===== src/shared/dastx_defs.svh =====
`ifndef DASTX_DEFS_SVH
`define DASTX_DEFS_SVH

// Register map
`define DASTX_ADDR_W 16
`define DASTX_CTRL1_ADDR 16'h2801
`define DASTX_CTRL2_ADDR 16'h2802
`define DASTX_STATUS_ADDR 16'h2810
`define DASTX_CTRL1_RST 8'h00
`define DASTX_CTRL2_RST 8'h00
`define DASTX_CTRL1_MASK 8'h04
`define DASTX_STATUS_RSVD 8'h00

// Control 1 field
`define DASTX_RAW_BIT 2

// Control 2 fields
`define DASTX_GEN_BIT 7
`define DASTX_PRO_BIT 6
`define DASTX_NONPCM_BIT 5
`define DASTX_COPY_BIT 4
`define DASTX_PRE_BIT 3
`define DASTX_VCFG_BIT 2
`define DASTX_VOVR_BIT 1
`define DASTX_OEN_BIT 0

// Subframe word layout
`define DASTX_SYNC_MSB 3
`define DASTX_AUD_MSB 27
`define DASTX_AUD_LSB 4
`define DASTX_SMP_MSB 23
`define DASTX_V_POS 28
`define DASTX_U_POS 29
`define DASTX_C_POS 30
`define DASTX_P_POS 31
`define DASTX_SYNC_BLOCK 4'h1
`define DASTX_SYNC_LEFT 4'h2
`define DASTX_SYNC_RIGHT 4'h3

// Channel-status block
`define DASTX_LAST_FRAME 8'hbf
`define DASTX_FIRST_FRAME 8'h00
`define DASTX_FRAME_STEP 8'h01
`define DASTX_CS_PRO 8'h00
`define DASTX_CS_NONPCM 8'h01
`define DASTX_CS_COPY 8'h02
`define DASTX_CS_EMPH 8'h03
`define DASTX_CS_PRO_EMPH0 8'h02
`define DASTX_CS_PRO_EMPH1 8'h03
`define DASTX_CS_GEN 8'h0f

// Data path sizes
`define DASTX_WORD_W 32
`define DASTX_FIFO_DEPTH 4

`endif


===== src/shared/dastx_pkg.sv =====
`default_nettype none
`include "dastx_defs.svh"

package dastx_pkg;
	typedef enum logic [1:0] {
		DASTX_SLOT_BLOCK,
		DASTX_SLOT_LEFT,
		DASTX_SLOT_RIGHT
	} dastx_slot_t;

	typedef struct packed {
		logic [7:0] ctrl1;
		logic [7:0] ctrl2;
		logic [7:0] rdata;
		logic [`DASTX_WORD_W-1:0] out_word;
		logic out_valid;
		logic [7:0] frame;
		logic right;
	} dastx_state_t;
endpackage : dastx_pkg

`default_nettype wire


===== src/dastx_cs_framer.sv =====
// Local design decision: the strobed register port.
`default_nettype none
`include "dastx_defs.svh"

// What this block does
// - Control bit 7 sets generation level in consumer format: zero copy, one original
// - Control bit 6 selects consumer (zero) or professional (one) format
// - Control bit 5 flags content: zero linear PCM, one non-PCM data
// - Control bit 4 is copy permission, meaningful only in consumer format
// - Control bit 3 signals 50/15 us pre-emphasis when one
// - Validity configuration bit 2 set forces validity bit 28 to zero
// - Validity bit is zero for a usable sample, one otherwise
// - Override set with configuration clear sets validity in every subframe
// - Output data enable bit 0 clear, the reset value, drives no data
// - Raw mode passes 32-bit words unchanged without channel status
module dastx_cs_framer
	import dastx_pkg::*;
(
	// Clock and reset
	input wire logic clk,
	input wire logic sys_rst,
	// Register port
	input wire logic [`DASTX_ADDR_W-1:0] reg_addr,
	input wire logic [7:0] reg_wdata,
	input wire logic reg_wr,
	input wire logic reg_rd,
	output logic [7:0] reg_rdata,
	// Sample stream in
	input wire logic [`DASTX_WORD_W-1:0] smp_data,
	input wire logic smp_err,
	input wire logic smp_valid,
	output logic smp_ready,
	// Subframe stream out
	output logic [`DASTX_WORD_W-1:0] sf_word,
	output logic sf_valid,
	input wire logic sf_ready
);
	localparam int FW = `DASTX_WORD_W + 1;

	dastx_state_t st_ff;
	dastx_state_t nxt_st;

	logic [FW-1:0] fifo_data;
	logic fifo_valid;
	logic fifo_pop;
	logic accept;
	logic raw_mode;
	logic out_en;
	logic [`DASTX_WORD_W-1:0] built_word;
	dastx_slot_t slot;

	function automatic logic reg_hit(input logic [`DASTX_ADDR_W-1:0] addr,
			input logic [`DASTX_ADDR_W-1:0] target);
		reg_hit = (addr == target);
	endfunction : reg_hit

	// Channel-status bit for one frame of the block
	function automatic logic cs_bit(input logic [7:0] idx, input logic [7:0] ctrl);
		logic pro;
		pro = ctrl[`DASTX_PRO_BIT];
		cs_bit = 1'b0;
		if (idx == `DASTX_CS_PRO) begin
			cs_bit = pro;
		end else if (idx == `DASTX_CS_NONPCM) begin
			cs_bit = ctrl[`DASTX_NONPCM_BIT];
		end else if (pro) begin
			// Professional emphasis code: none is 100, 50/15 us is 110
			if (idx == `DASTX_CS_PRO_EMPH0) begin
				cs_bit = 1'b1;
			end else if (idx == `DASTX_CS_PRO_EMPH1) begin
				cs_bit = ctrl[`DASTX_PRE_BIT];
			end
		end else if (idx == `DASTX_CS_COPY) begin
			cs_bit = ctrl[`DASTX_COPY_BIT];
		end else if (idx == `DASTX_CS_EMPH) begin
			cs_bit = ctrl[`DASTX_PRE_BIT];
		end else if (idx == `DASTX_CS_GEN) begin
			cs_bit = ctrl[`DASTX_GEN_BIT];
		end
	endfunction : cs_bit

	// Validity flag from the two control bits and the sample's own error
	function automatic logic validity(input logic [7:0] ctrl, input logic err);
		if (ctrl[`DASTX_VCFG_BIT]) begin
			// Reserved combination with override also lands here
			validity = 1'b0;
		end else if (ctrl[`DASTX_VOVR_BIT]) begin
			validity = 1'b1;
		end else begin
			validity = err;
		end
	endfunction : validity

	function automatic logic [3:0] sync_code(input dastx_slot_t s);
		logic [3:0] code;
		code = `DASTX_SYNC_LEFT;
		case (s)
			DASTX_SLOT_BLOCK: begin
				code = `DASTX_SYNC_BLOCK;
			end
			DASTX_SLOT_LEFT: begin
				code = `DASTX_SYNC_LEFT;
			end
			DASTX_SLOT_RIGHT: begin
				code = `DASTX_SYNC_RIGHT;
			end
			default: begin
				code = `DASTX_SYNC_LEFT;
			end
		endcase
		return code;
	endfunction : sync_code

	// Four-word buffer absorbs the gap between sample arrival and link pace
	dastx_fifo #(
		.WIDTH(FW),
		.DEPTH(`DASTX_FIFO_DEPTH)
	) u_fifo (
		.clk(clk),
		.sys_rst(sys_rst),
		.in_data({smp_err, smp_data}),
		.in_valid(smp_valid),
		.in_ready(smp_ready),
		.out_data(fifo_data),
		.out_valid(fifo_valid),
		.out_ready(fifo_pop)
	);

	assign raw_mode = st_ff.ctrl1[`DASTX_RAW_BIT];
	assign out_en = st_ff.ctrl2[`DASTX_OEN_BIT];
	// Disabled output stops draining, so back-pressure reaches the source
	assign accept = out_en && fifo_valid && (!st_ff.out_valid || sf_ready);
	assign fifo_pop = accept;

	always_comb begin
		slot = DASTX_SLOT_LEFT;
		if (st_ff.right) begin
			slot = DASTX_SLOT_RIGHT;
		end else if (st_ff.frame == `DASTX_FIRST_FRAME) begin
			slot = DASTX_SLOT_BLOCK;
		end
	end

	always_comb begin
		built_word = '0;
		built_word[`DASTX_SYNC_MSB:0] = sync_code(slot);
		built_word[`DASTX_AUD_MSB:`DASTX_AUD_LSB] = fifo_data[`DASTX_SMP_MSB:0];
		built_word[`DASTX_V_POS] = validity(st_ff.ctrl2, fifo_data[FW-1]);
		built_word[`DASTX_U_POS] = 1'b0;
		built_word[`DASTX_C_POS] = cs_bit(st_ff.frame, st_ff.ctrl2);
		built_word[`DASTX_P_POS] = ^built_word[`DASTX_C_POS:`DASTX_AUD_LSB];
	end

	always_comb begin
		nxt_st = st_ff;
		nxt_st.rdata = `DASTX_STATUS_RSVD;
		if (reg_wr) begin
			if (reg_hit(reg_addr, `DASTX_CTRL1_ADDR)) begin
				nxt_st.ctrl1 = reg_wdata & `DASTX_CTRL1_MASK;
			end else if (reg_hit(reg_addr, `DASTX_CTRL2_ADDR)) begin
				nxt_st.ctrl2 = reg_wdata;
			end
		end
		if (reg_rd) begin
			if (reg_hit(reg_addr, `DASTX_CTRL1_ADDR)) begin
				nxt_st.rdata = st_ff.ctrl1;
			end else if (reg_hit(reg_addr, `DASTX_CTRL2_ADDR)) begin
				nxt_st.rdata = st_ff.ctrl2;
			end else if (reg_hit(reg_addr, `DASTX_STATUS_ADDR)) begin
				nxt_st.rdata = st_ff.frame;
			end
		end
		if (!out_en) begin
			// A word still waiting when output is disabled is dropped
			nxt_st.out_valid = 1'b0;
			nxt_st.out_word = '0;
		end else if (accept) begin
			nxt_st.out_valid = 1'b1;
			if (raw_mode) begin
				nxt_st.out_word = fifo_data[`DASTX_WORD_W-1:0];
			end else begin
				nxt_st.out_word = built_word;
			end
			nxt_st.right = !st_ff.right;
			if (st_ff.right) begin
				if (st_ff.frame == `DASTX_LAST_FRAME) begin
					nxt_st.frame = `DASTX_FIRST_FRAME;
				end else begin
					nxt_st.frame = st_ff.frame + `DASTX_FRAME_STEP;
				end
			end
		end else if (sf_ready) begin
			nxt_st.out_valid = 1'b0;
		end
	end

	always_ff @(posedge clk) begin
		if (sys_rst) begin
			st_ff <= '{ctrl1: `DASTX_CTRL1_RST, ctrl2: `DASTX_CTRL2_RST, default: '0};
		end else begin
			st_ff <= nxt_st;
		end
	end

	assign reg_rdata = st_ff.rdata;
	assign sf_word = st_ff.out_word;
	assign sf_valid = st_ff.out_valid;

	logic cs_frame_ok;
	assign cs_frame_ok = accept && !raw_mode && !st_ff.right;
endmodule : dastx_cs_framer

`default_nettype wire


===== src/dastx_fifo.sv =====
`default_nettype none
`include "dastx_defs.svh"

module dastx_fifo #(
	parameter int WIDTH = 33,
	parameter int DEPTH = `DASTX_FIFO_DEPTH
) (
	// Clock and reset
	input wire logic clk,
	input wire logic sys_rst,
	// Fill side
	input wire logic [WIDTH-1:0] in_data,
	input wire logic in_valid,
	output logic in_ready,
	// Drain side
	output logic [WIDTH-1:0] out_data,
	output logic out_valid,
	input wire logic out_ready
);
	localparam int AW = (DEPTH > 1) ? $clog2(DEPTH) : 1;
	localparam logic [AW:0] FULL = (AW+1)'(DEPTH);
	localparam logic [AW-1:0] LAST = AW'(DEPTH - 1);

	typedef struct packed {
		logic [DEPTH-1:0][WIDTH-1:0] mem;
		logic [AW-1:0] wp;
		logic [AW-1:0] rp;
		logic [AW:0] cnt;
		logic rdy;
	} dastx_fifo_st_t;

	dastx_fifo_st_t st_ff;
	dastx_fifo_st_t nxt_st;
	logic push;
	logic pop;

	assign push = in_valid && st_ff.rdy;
	assign pop = out_ready && (st_ff.cnt != '0);

	always_comb begin
		nxt_st = st_ff;
		if (push) begin
			nxt_st.mem[st_ff.wp] = in_data;
			nxt_st.wp = (st_ff.wp == LAST) ? '0 : st_ff.wp + 1'b1;
		end
		if (pop) begin
			nxt_st.rp = (st_ff.rp == LAST) ? '0 : st_ff.rp + 1'b1;
		end
		if (push && !pop) begin
			nxt_st.cnt = st_ff.cnt + 1'b1;
		end else if (pop && !push) begin
			nxt_st.cnt = st_ff.cnt - 1'b1;
		end
		// Registered ready keeps the fill side free of a drain-side path
		nxt_st.rdy = (nxt_st.cnt != FULL);
	end

	always_ff @(posedge clk) begin
		if (sys_rst) begin
			st_ff <= '0;
		end else begin
			st_ff <= nxt_st;
		end
	end

	assign in_ready = st_ff.rdy;
	assign out_valid = (st_ff.cnt != '0);
	assign out_data = st_ff.mem[st_ff.rp];
endmodule : dastx_fifo

`default_nettype wire


===== config.mk =====
export PLATFORM = sky130hd
export DESIGN_NAME = dastx_cs_framer
export DESIGN_NICKNAME = d
export VERILOG_FILES = /design/src/shared/dastx_pkg.sv /design/src/dastx_cs_framer.sv /design/src/dastx_fifo.sv
export VERILOG_INCLUDE_DIRS = /design/src /design/src/shared
export SDC_FILE = /design/constraint.sdc
export NUM_CORES = 1
export LEC_CHECK = 0
export BUFFER_PORTS_ARGS = -buffer_cell sky130_fd_sc_hd__buf_2
export CELL_PAD_IN_SITES_DETAIL_PLACEMENT = 1
export CELL_PAD_IN_SITES_GLOBAL_PLACEMENT = 1
export CORE_ASPECT_RATIO = 0.7
export CORE_MARGIN = 2
export CORE_UTILIZATION = 40
export DETAILED_ROUTE_END_ITERATION = 16
export PLACE_DENSITY_LB_ADDON = 0.05
export SLEW_MARGIN = 20
export SYNTH_ARGS = -nofsm -noshare
export SYNTH_HDL_FRONTEND = slang
export SYNTH_SLANG_ARGS = --single-unit

===== constraint.sdc =====
create_clock -name clk -period 2.9 [get_ports clk]
set_input_delay 0.435 -clock clk [delete_from_list [all_inputs] [get_ports clk]]
set_output_delay 0.435 -clock clk [all_outputs]
set_load 0.01 [all_outputs]

Word level (Yosys, flattened, before mapping) --
Index checks and enable logic that the tools add are counted.
Word-level totals: flip-flop bits (word level) 199, output and inout port bits 42, bits of input ports 63, logic and storage cells 92
Cells by class: bitwise gates (word level) 3, multiplexer cells 29, $lt $le $gt $ge 3, add/subtract/negate cells 5, reductions and logical operators 24, equality and inequality tests 12
Operator list (number):
- $bwmux 132 | 1
- $bmux 33 s2 | 1
- $demux 33 s2 | 1
- $mux 33 | 2
- $eq 16x14->1 const B | 3
- $mux 32 | 1
- $reduce_xor 27->1 | 1
- $mux 8 | 3
- $eq 8x2->1 const B | 2
- $mux 1 | 13
- $mux 3 | 3
- $add 8x1->8 const B | 1
- $eq 8x1->1 const B | 1
- $eq 8x4->1 const B | 1
- $eq 8x8->1 const B | 1
- $logic_not 8->1 | 1
- $logic_and 1x1->1 | 7
- $eq 2x2->1 const B | 3
- $lt 2x3->1 const B | 2
- $mux 2 | 3
- $reduce_and 3->1 | 2
- $add 2x1->2 const B | 2
- $logic_not 1->1 | 4
- $pmux 2 s2 | 1
- other kinds (12) | 16

Depth between registers and ports, before layout --
Gate-level depths: netlist (run 1).
word-level depth 9, depth in mapped cells 9, depth with buffers taken out 8

Cells and area by module --
A second synthesis (run 1) with hierarchy kept.
Second synthesis, totals: cells, all modules 1025, area, all modules 8951.1 um2
By module, submodules not included:
- dastx_fifo | cells an instance 672, sequential area each 2802.7 um2, times used 1, area each 5794.3 um2
- dastx_cs_framer | cells an instance 353, sequential area each 1181.1 um2, times used 1, area each 3156.8 um2

Worst setup path after synthesis (run 1) --
Ideal clock, no wire load.
path type register -> register, start register u_fifo.st_ff[4] (netlist bit), end register st_ff, in the netlist sf_word[31], stages on the path, launching flop included 9, path buffers 2, clock period less this slack 2.562 ns, arrival time 2.442 ns, data required time 2.780 ns, slack 0.338 ns, cell sequence dfxtp_1 buf_6 buf_12 mux4_2 xnor2_2 xnor2_1 xnor3_2 xnor3_1 o31a_1
On the way: longest elaborated chain between the ends 6
RTL lines:
- from (decl) | line dastx_fifo.sv:32 | dastx_fifo_st_t st_ff;
- from (signal assigned) | line dastx_fifo.sv:62 | st_ff <= nxt_st;
- $bmux 33 s2 (*) | line dastx_fifo.sv:68 | assign out_data = st_ff.mem[st_ff.rp];
- $mux 33 (not written as such) (*) | line dastx_fifo.sv:68
- $mux 1 | line dastx_cs_framer.sv:87 | end else if (ctrl[`DASTX_VOVR_BIT]) begin
- $mux 1 | line dastx_cs_framer.sv:84 | if (ctrl[`DASTX_VCFG_BIT]) begin
- $reduce_xor 27->1 | line dastx_cs_framer.sv:151 | built_word[`DASTX_P_POS] = ^built_word[`DASTX_C_POS:`DASTX_AUD_LSB];
- $mux 32 (*) | line dastx_cs_framer.sv:179 | if (raw_mode) begin
- to (signal assigned) | line dastx_cs_framer.sv:201 | st_ff <= nxt_st;
- to (decl) | line dastx_cs_framer.sv:40 | dastx_state_t st_ff;
Every way passes the cells marked *; elsewhere a longest branch is shown, timed or not. The select of a mux whose other input is x is not followed. A chain may end at the register's enable or synchronous reset.

Worst setup path after layout (run 1) --
Ends and elaborated chain as after synthesis.

==> flow_summary.toml, run 1 <==
[final_layout]
final_instance_area_um2 = 10100
area.growth.synth_to_final_pct = 12.9
layout.filler_cells = 2557
drive_above_1_share_pct = 18.4
antennaDiodeCount = 0
fin_nets = 1137
instances_no_fill = 1356

[route]
num_vias = 7329
first_pass_iters = 5
initialDrtViolationCount = 489
detail_route.wirelength_um = 27400
drt-vias-per-instance = 5.40
route.detailed.drc = 0
routed_wire_length_per_instance_um = 20.2
drt.antenna.violating_nets = 0

[power]
p_per_area_nw_per_um2 = 569
irDropWorstVdd_mv = 0.377
total_leakage_power_nw = 3.56

[yosys]
synth_compound_area_share_pct = 12.9
synth_enable_flop_cells = 0
yosysWarningCount = 0
post_synth_xor_area_fraction_pct = 3.90
async_s_r_ff_share_synth_pct = 0
synth_top_flop_cell = "dfxtp_1"
sequential_cell_area_fraction_in_the_yosys_report_pct = 44.5
syn_avg_cell_area_um2 = 8.74
synthCells = 1024
post_synth_mux_area_share_pct = 11.7
synth_adder_area_share_pct = 1.68
ys_ff_latch = 199
synth_cell_type_count = 49
synth.area.top_cells = "dfxtp_1 (45%), nand2_1 (12%), a21oi_1 (8.4%)"
netlist.top_cell.by_area = "dfxtp_1"
post_synth_and_or_nand_nor_area_fraction_pct = 17.9
synth.net_count = 1099
synth.top_cell.area_share_pct = 44.5
dominant_combinational_cell_family_by_area_after_synthesis = "simple AND/OR/NAND/NOR gates"
synthesis.area_um2 = 8950

[die]
design.portCount = 105
die_extent_in_y_um = 129
core.rowCount = 45
initial_core_utilization_pct = 41.1
die_w_um = 183
core_region_area_um2 = 21800
die-area_um2 = 23600

[cts]
postCtsHoldBufs = 0
cts.repair.resized = 0
clk_pin_slew_worst_paths_ns = 0.07
clock_tree.root_cell = "clkbuf_16"
ctsLongestPathBuffers = 2
numCtsBuffers = 17
h-tree-depth = 4
number_of_buffers_inserted_to_repair_setup_after_cts = 0
cts_sinks = 199
tritoncts = "yes"
insertion_delay_of_the_later_clocked_pin_in_the_worst_skew_pair_ns = 0.44

[setup_path]
critPathMaxFanout = 20
critPathArrivalTime_ns = 3.01
critical_path_required_ns = 3.22
path_class = "flop to flop"
crit_path_end_kind = "flop"
critPathLaunchType = "flop"

[global_route]
pin_count_of_the_biggest_net_entering_global_routing = 104
grt_pass1_vias = 7213
gr-usage-all-layers_pct = 24.0
wire_length_of_the_first_global_routing_pass_um = 42900
grt_antenna_before_repair = 0
grt_overflow = 0

[sta]
finalClockSkew_ns = 0.0116
worst_slew_margin_rel_pct = 52.7
final_hold_vios = 0
finalWorstSetupSlack_ns = 0.210
grt_setup_unrepaired = "no"
post-route-min-period_ns = 2.69
slew_violations = 0
timing.final.setup_violations = 0
final_min_period_over_clock_period_pct = 92.8
achievable-frequency_mhz = 372
whs_ns = 0.260
worst_slew_pin_slew_ns = 0.710
fin_setup_tns_ns = 0

[flow_run]
max-cap-violations = 0

[hold_path]
min-delay-path-class = "input port to flop"

[place]
place_congestion = 0.758
cells_after_dpl = 1325
hpwlAfterDp_um = 17900
instance_area_at_placement_um2 = 9480
preCtsSetupSlack_ns = 0.181
port-buffer-count = 104

[status]
run_status = "completed"
-- power breakdown --
group	leakage [nW]	switching, mW	total [mW]	internal (mW)
Combinational	1.65	0.240	0.420	0.181
Clock	0.302	1.07	2.54	1.47
Sequential	1.61	0.0217	2.79	2.77
Total	3.56	1.33	5.75	4.42
-- flip-flops by register name (all words and copies together), names as in the netlist --
name and flops:
out_en 1, raw_mode 1, reg_rdata 8, sf_valid 1
sf_word 32, st_ff 16, u_fifo.in_ready 1, u_fifo.st_ff 139
-- logic make-up after synthesis --
logic type                 count (synthesis)
muxes                                     60
AOI/OAI and AO/OA                        205
buffers and inverters                    124
xor gates and xnor gates                  30
DFF                                      199
adders and majority gates                 12
and+or+nand+nor                          394
-- placed cells by master (no fill, tap or decap), types with 3 or more instances in the layout --
cell,count
nand3_1,16
clkbuf_16,17
nor3_1,5
clkbuf_8,5
buf_4,27
mux2i_1,27
ha_1,12
nor3b_1,4
xnor2_1,19
buf_12,4
a21oi_1,150
xor2_1,3
bufinv_16,3
mux4_1,10
dfxtp_1,197
xnor2_2,4
o21ai_0,6
nor2_1,55
xnor3_1,3
nand2_1,289
a211oi_1,25
nand2b_1,4
mux4_2,23
a22oi_1,10
a31oi_1,3
buf_2,103
inv_1,9
and3_1,6
-- metal layers --
metal | GRT usage (%) | vias to the layer above | routed length, um
met2 | 35.2 | 166 | 11400
met5 | 0 | - | 0
li1 | - | 3520 | -
met3 | 5.20 | 9 | 1690
met4 | 4.52 | 0 | 102
met1 | 36.3 | 3634 | 14100
-- critical path, stage by stage (launching register included) --
cell and delay, ns:
dfxtp_2 0.36, buf_12 0.21, mux4_1 0.56, o21ba_2 0.23, xnor3_1 0.35, xnor3_1 0.41, xnor3_1 0.22, o31a_1 0.23
-- cells in the mapped netlist (all sizes together) (10+ instances only) --
cell,number
nand2,289
dfxtp,199
a21oi,150
clkbuf,67
nor2,55
buf,48
mux4,33
mux2i,27
a211oi,25
xnor2,23
nand3,16
ha,12
a22oi,10
-- cell type report --
| cell class | instances | area, um2 | area share, % |
|---|---|---|---|
| clock buffer | 24 | 502 | 4.97 |
| tap | 282 | 353 | 3.49 |
| multi-input combinational | 701 | 4310 | 42.7 |
| sequential | 199 | 3990 | 39.5 |
| clock inverter | 7 | 116 | 1.15 |
| inverter | 9 | 33.8 | 0.334 |
| timing repair buffer | 134 | 798 | 7.90 |
-- metrics by stage --
stage / power [mW] / utilization [%]
CTS: 5.79 / 46.4
global route: 5.95 / 46.4
detailed placement: 3.27 / 43.5
global placement: 3.27 / 43.5
finish: 5.75 / 46.4
floorplan: 3.10 / -
-- path summary, 6_finish.rpt --
path	startpoint	end	slack, ns	depth (start not counted)
worst max register to register	u_fifo.st_ff[4]	sf_word[31]	0.21	7
worst min-delay path	reg_wdata[3]	st_ff[53]	0.26	3
worst max-delay path	u_fifo.st_ff[4]	sf_word[31]	0.21	7
worst min register to register	u_fifo.st_ff[29]	u_fifo.st_ff[29]	0.45	2
Note: power is estimated with default switching activity, not from simulation.
==> inputs of run 2 (changes only) <==
--- a/config.mk
+++ b/config.mk
@@ -11,7 +11,7 @@
 export CELL_PAD_IN_SITES_GLOBAL_PLACEMENT = 1
 export CORE_ASPECT_RATIO = 0.7
 export CORE_MARGIN = 2
-export CORE_UTILIZATION = 40
+export CORE_UTILIZATION = 44
 export DETAILED_ROUTE_END_ITERATION = 16
 export PLACE_DENSITY_LB_ADDON = 0.05
 export SLEW_MARGIN = 20
==> run 2 against run 1 <==
  * Flip-flop and latch count unchanged
  * Critical endpoint unchanged
  * Highest routed layer unchanged
  * Largest power group unchanged
  * Critical path type unchanged
  * Utilization grew 4.3 points
  * Die area shrank 8.9%
==> flow_summary.toml, run 2 (same netlist as run 1, synthesis figures left out) <==
[place]
place_congestion = 0.798
instance_area_at_placement_um2 = 9440
hpwlAfterDp_um = 17700
port-buffer-count = 104

[final_layout]
layout.filler_cells = 2328
fin_nets = 1136
antennaDiodeCount = 0
area.growth.synth_to_final_pct = 12.4
final_instance_area_um2 = 10100
largest_reg_flops = 139
layout.cells.most_common = "nand2_1"
drive_above_1_share_pct = 18.5
registers.top_by_ff_count = "u_fifo.st_ff"
final_cell_mix = "nand2_1 (289), dfxtp_1 (197), a21oi_1 (150)"

[route]
drt-vias-per-instance = 5.47
num_vias = 7350
detail_route.wirelength_um = 26400
route.detailed.drc = 0
drt.antenna.violating_nets = 0
routed_wire_length_per_instance_um = 19.6
first_pass_iters = 5
initialDrtViolationCount = 472

[hold_path]
hp-start = "reg_wdata[0]"
min-delay-path-class = "input port to flop"

[setup_path]
critPathArrivalTime_ns = 3.06
path_class = "flop to flop"
critPathLaunch = "u_fifo.st_ff[4]"
crit_path_end_kind = "flop"
critPathLaunchType = "flop"
crit_slowest_cell = "mux4_1"
critPathMaxFanout = 8
crit_path_cell_trace = "buf_4, mux4_1, xnor2_2, xnor2_1, xnor3_2, xnor3_1, o31a_1"
critical_path.reg2reg.startpoint = "u_fifo.st_ff[4]"
critical_path_required_ns = 3.22
critical_path.max_stage_delay_ns = 0.64

[global_route]
grt_overflow = 0
pin_count_of_the_biggest_net_entering_global_routing = 65
grt_pass1_vias = 6953
gr-usage-all-layers_pct = 25.2
wire_length_of_the_first_global_routing_pass_um = 40800
grt_antenna_before_repair = 0

[die]
initial_core_utilization_pct = 45.1
core.rowCount = 43
design.portCount = 105
core_region_area_um2 = 19900
die_w_um = 174
die_extent_in_y_um = 123
die-area_um2 = 21500

[flow_run]
max-cap-violations = 0

[sta]
fin_setup_tns_ns = 0
final_hold_vios = 0
final_min_period_over_clock_period_pct = 94.4
worst_slew_pin_slew_ns = 0.758
grt_setup_unrepaired = "no"
achievable-frequency_mhz = 365
whs_ns = 0.252
finalClockSkew_ns = 0.00962
timing.final.setup_violations = 0
slew_violations = 0
worst_slew_margin_rel_pct = 49.5
post-route-min-period_ns = 2.74

[cts]
tritoncts = "yes"
clk_pin_slew_worst_paths_ns = 0.07
h-tree-depth = 4
insertion_delay_of_the_later_clocked_pin_in_the_worst_skew_pair_ns = 0.44
ctsLongestPathBuffers = 2
cts_sinks = 199
numCtsBuffers = 17
postCtsHoldBufs = 0
number_of_buffers_inserted_to_repair_setup_after_cts = 0
cts.repair.resized = 0
clock_tree.root_cell = "clkbuf_16"

[power]
p_per_area_nw_per_um2 = 567
irDropWorstVdd_mv = 0.360
total_leakage_power_nw = 3.53

[status]
run_status = "completed"
## run 2: cell types whose count changed in the layout (fill, tap and decap cells not counted)
cell / delta
clkbuf_8: -2
buf_12: -2
clkbuf_1: -1
clkinv_4: +1
buf_4: +1
clkinvlp_4: +3
## run 2: per-layer routing
metal  up-vias  track usage [%]  part of all wire, %
met3        12             4.98                  6.7
li1       3522                -                    -
met4         0             5.67                 0.80
met2       188             34.6                   40
met5         -                0                    0
met1      3628             39.8                   52
## run 2: path summary, 6_finish.rpt
| path | end | slack [ns] | cells past startpoint |
|---|---|---|---|
| worst max-delay path | sf_word[31] | 0.16 | 7 |
| worst min-delay path | out_en | 0.25 | 3 |
| worst max register to register | sf_word[31] | 0.16 | 7 |
| worst min register to register | u_fifo.st_ff[46] | 0.45 | 2 |
## run 2: area by class of cell
cell class                 instances  area [um2]  share of cell area, %
sequential                       199        3990                   39.6
inverter                           9        33.8                  0.336
timing repair buffer             133         766                   7.62
clock inverter                    11         148                   1.47
clock buffer                      21         470                   4.68
multi-input combinational        701        4310                   42.9
tap                              270         338                   3.36
## run 2: report_power, final
| group | switching, mW | internal [mW] |
|---|---|---|
| clock network | 1.07 | 1.43 |
| logic | 0.233 | 0.176 |
| registers | 0.0233 | 2.77 |
## run 2: stage by stage
| step | std cells | util [%] | total power [mW] | setup WS (ns) |
|---|---|---|---|---|
| 2_1_floorplan | 1024 | - | 3.10 | 0.338 |
| 3_3_place_gp | 1312 | 47.5 | 3.26 | 0.194 |
| 3_5_place_dp | 1312 | 47.5 | 3.26 | 0.157 |
| 4_1_cts | 1344 | 50.6 | 5.74 | 0.146 |
| 5_1_grt | 1344 | 50.6 | 5.89 | 0.0351 |
| 6_report | 1344 | 50.6 | 5.70 | 0.162 |
## run 2: worst max-delay path, delay by kind of cell, from the launching register on
| family | cells | cell delay, ns |
|---|---|---|
| muxes | 1 | 0.64 |
| xor gates and xnor gates | 4 | 1.10 |
| DFF | 1 | 0.41 |
| buffers and inverters | 1 | 0.22 |
| AOI/OAI and AO/OA | 1 | 0.25 |
==> inputs of run 3 (changes only) <==
--- a/config.mk
+++ b/config.mk
@@ -11,7 +11,7 @@
 export CELL_PAD_IN_SITES_GLOBAL_PLACEMENT = 1
 export CORE_ASPECT_RATIO = 0.7
 export CORE_MARGIN = 2
-export CORE_UTILIZATION = 44
+export CORE_UTILIZATION = 35
 export DETAILED_ROUTE_END_ITERATION = 16
 export PLACE_DENSITY_LB_ADDON = 0.05
 export SLEW_MARGIN = 20
==> run 3 against run 2 <==
  * Global-route usage is 3.3 points lower
  * Worst hold slack better by 0.0022 ns
  * Via count is 1.2% lower
  * Count of clock-buffer cells in the layout is 1 lower
  * Clock power is 4% lower
  * Combinational power is 2% higher
  * Register-to-register slack hardly changed
  * Maximum frequency is 0.31% higher
  * Non-clock buffer count is 2 higher
  * Critical endpoint unchanged
==> flow_summary.toml, run 3 (same netlist as run 1, synthesis figures left out) <==
[setup_path]
cp_top_family = "XOR/XNOR gates"
path_class = "flop to flop"
critPathLaunchType = "flop"
crit_slowest_cell = "mux4_2"
critPathArrivalTime_ns = 3.07
critPathMaxFanout = 7
crit_path_cell_trace = "buf_4, mux4_2, xnor2_1, xnor3_1, xnor3_1, xnor3_1, o31a_1"
crit_top_cell = "xnor3_1"
critical_path_required_ns = 3.24
cp_num_buf_inv = 1
critical_path.max_stage_delay_ns = 0.55
crit_path_end_kind = "flop"

[die]
core.rowCount = 48
die_w_um = 195
die-area_um2 = 26900
die_extent_in_y_um = 138
core_region_area_um2 = 24900
initial_core_utilization_pct = 36.0
design.portCount = 105

[power]
total_leakage_power_nw = 3.54
p_per_area_nw_per_um2 = 552
irDropWorstVdd_mv = 0.369
post-layout-total-power_mw = 5.60

[status]
run_status = "completed"

[sta]
timing.final.setup_violations = 0
final_min_period_over_clock_period_pct = 94.1
worst_slew_margin_rel_pct = 24.4
post-route-min-period_ns = 2.73
slew_violations = 0
whs_ns = 0.254
final_hold_vios = 0
grt_setup_unrepaired = "no"
fin_setup_tns_ns = 0
worst_slew_pin_slew_ns = 1.13
finalClockSkew_ns = 0.0111
achievable-frequency_mhz = 366

[global_route]
grt_pass1_vias = 7246
grt_antenna_before_repair = 0
grt_overflow = 0
pin_count_of_the_biggest_net_entering_global_routing = 81
gr-usage-all-layers_pct = 21.9
wire_length_of_the_first_global_routing_pass_um = 44100

[route]
num_vias = 7263
first_pass_iters = 7
drt-vias-per-instance = 5.18
routed_wire_length_per_instance_um = 20.3
detail_route.wirelength_um = 28400
drt.antenna.violating_nets = 0
route.detailed.drc = 0
initialDrtViolationCount = 456

[cts]
clk_pin_slew_worst_paths_ns = 0.08
clock_tree.root_cell = "clkbuf_16"
h-tree-depth = 4
numCtsBuffers = 17
number_of_buffers_inserted_to_repair_setup_after_cts = 0
postCtsHoldBufs = 0
insertion_delay_of_the_later_clocked_pin_in_the_worst_skew_pair_ns = 0.45
cts_sinks = 199
tritoncts = "yes"
ctsLongestPathBuffers = 2
cts.repair.resized = 0

[final_layout]
instances_no_fill = 1401
layout.cells.most_common = "nand2_1"
drive_above_1_share_pct = 18.8
registers.top_by_ff_count = "u_fifo.st_ff"
area.growth.synth_to_final_pct = 13.3
layout.filler_cells = 2952
fin_nets = 1138
largest_reg_flops = 139
final_cell_mix = "nand2_1 (289), dfxtp_1 (197), a21oi_1 (150)"
util_after_layout_pct = 40.8
antennaDiodeCount = 0

[flow_run]
max-cap-violations = 0

[place]
place_congestion = 0.709
port-buffer-count = 104
cells_after_dpl = 1368
hpwlAfterDp_um = 18800

[hold_path]
min-delay-path-class = "input port to flop"
[run 3: cell types whose count changed in the layout (fill, tap and decap cells not counted)]
cell        delta
clkinv_4       +3
dfxtp_2        -1
clkbuf_8       -1
clkinvlp_4     -2
inv_6          +3
clkinv_2       -1
bufinv_16      -2
buf_12         +2
dfxtp_4        +1
mux4_2         +1
clkbuf_16      +1
mux4_1         -1
buf_4          -1
[run 3: through the flow]
step	setup WS (ns)	area (um2)
6_report	0.170	10100
5_1_grt	0.0429	10100
4_1_cts	0.0694	10100
3_5_place_dp	0.0896	9540
3_3_place_gp	0.135	9540
2_1_floorplan	0.338	8950
[run 3: worst paths after layout]
kind                         start                to  slack [ns]  cells after the start
setup / recovery   u_fifo.st_ff[4]       sf_word[31]        0.17                      7
hold / removal        smp_data[21]  u_fifo.st_ff[62]        0.25                      3
setup reg to reg   u_fifo.st_ff[4]       sf_word[31]        0.17                      7
hold reg to reg   u_fifo.st_ff[48]  u_fifo.st_ff[48]        0.46                      2
[run 3: metal layers]
metal / vias to the layer above / part of all wire [%] / wire (um) / global-route usage, %
li1: 3533 / - / - / -
met1: 3592 / 55 / 15800 / 34.2
met2: 124 / 40 / 11300 / 30.6
met3: 14 / 4.2 / 1180 / 3.92
met4: 0 / 0.67 / 190 / 5.05
met5: - / 0 / 0 / 0
[run 3: tightest hold or removal path, stage by stage]
cell and delay, ns:
buf_2 0.12, nand2_1 0.05, a21oi_1 0.05
[run 3: power breakdown]
part           internal [mW]  switching [mW]  total (mW)
Sequential              2.77          0.0228        2.79
Clock                   1.25            1.14        2.39
Combinational          0.178           0.242       0.419
[run 3: layout make-up]
type	count	area (um2)	area share (%)
multi-input cells	701	4310	42.5
inverters	9	33.8	0.333
clock buffers	20	457	4.50
repair buffers	135	823	8.12
clock inverters	12	120	1.18
flip-flops and latches	199	3990	39.3
well taps	325	407	4.01
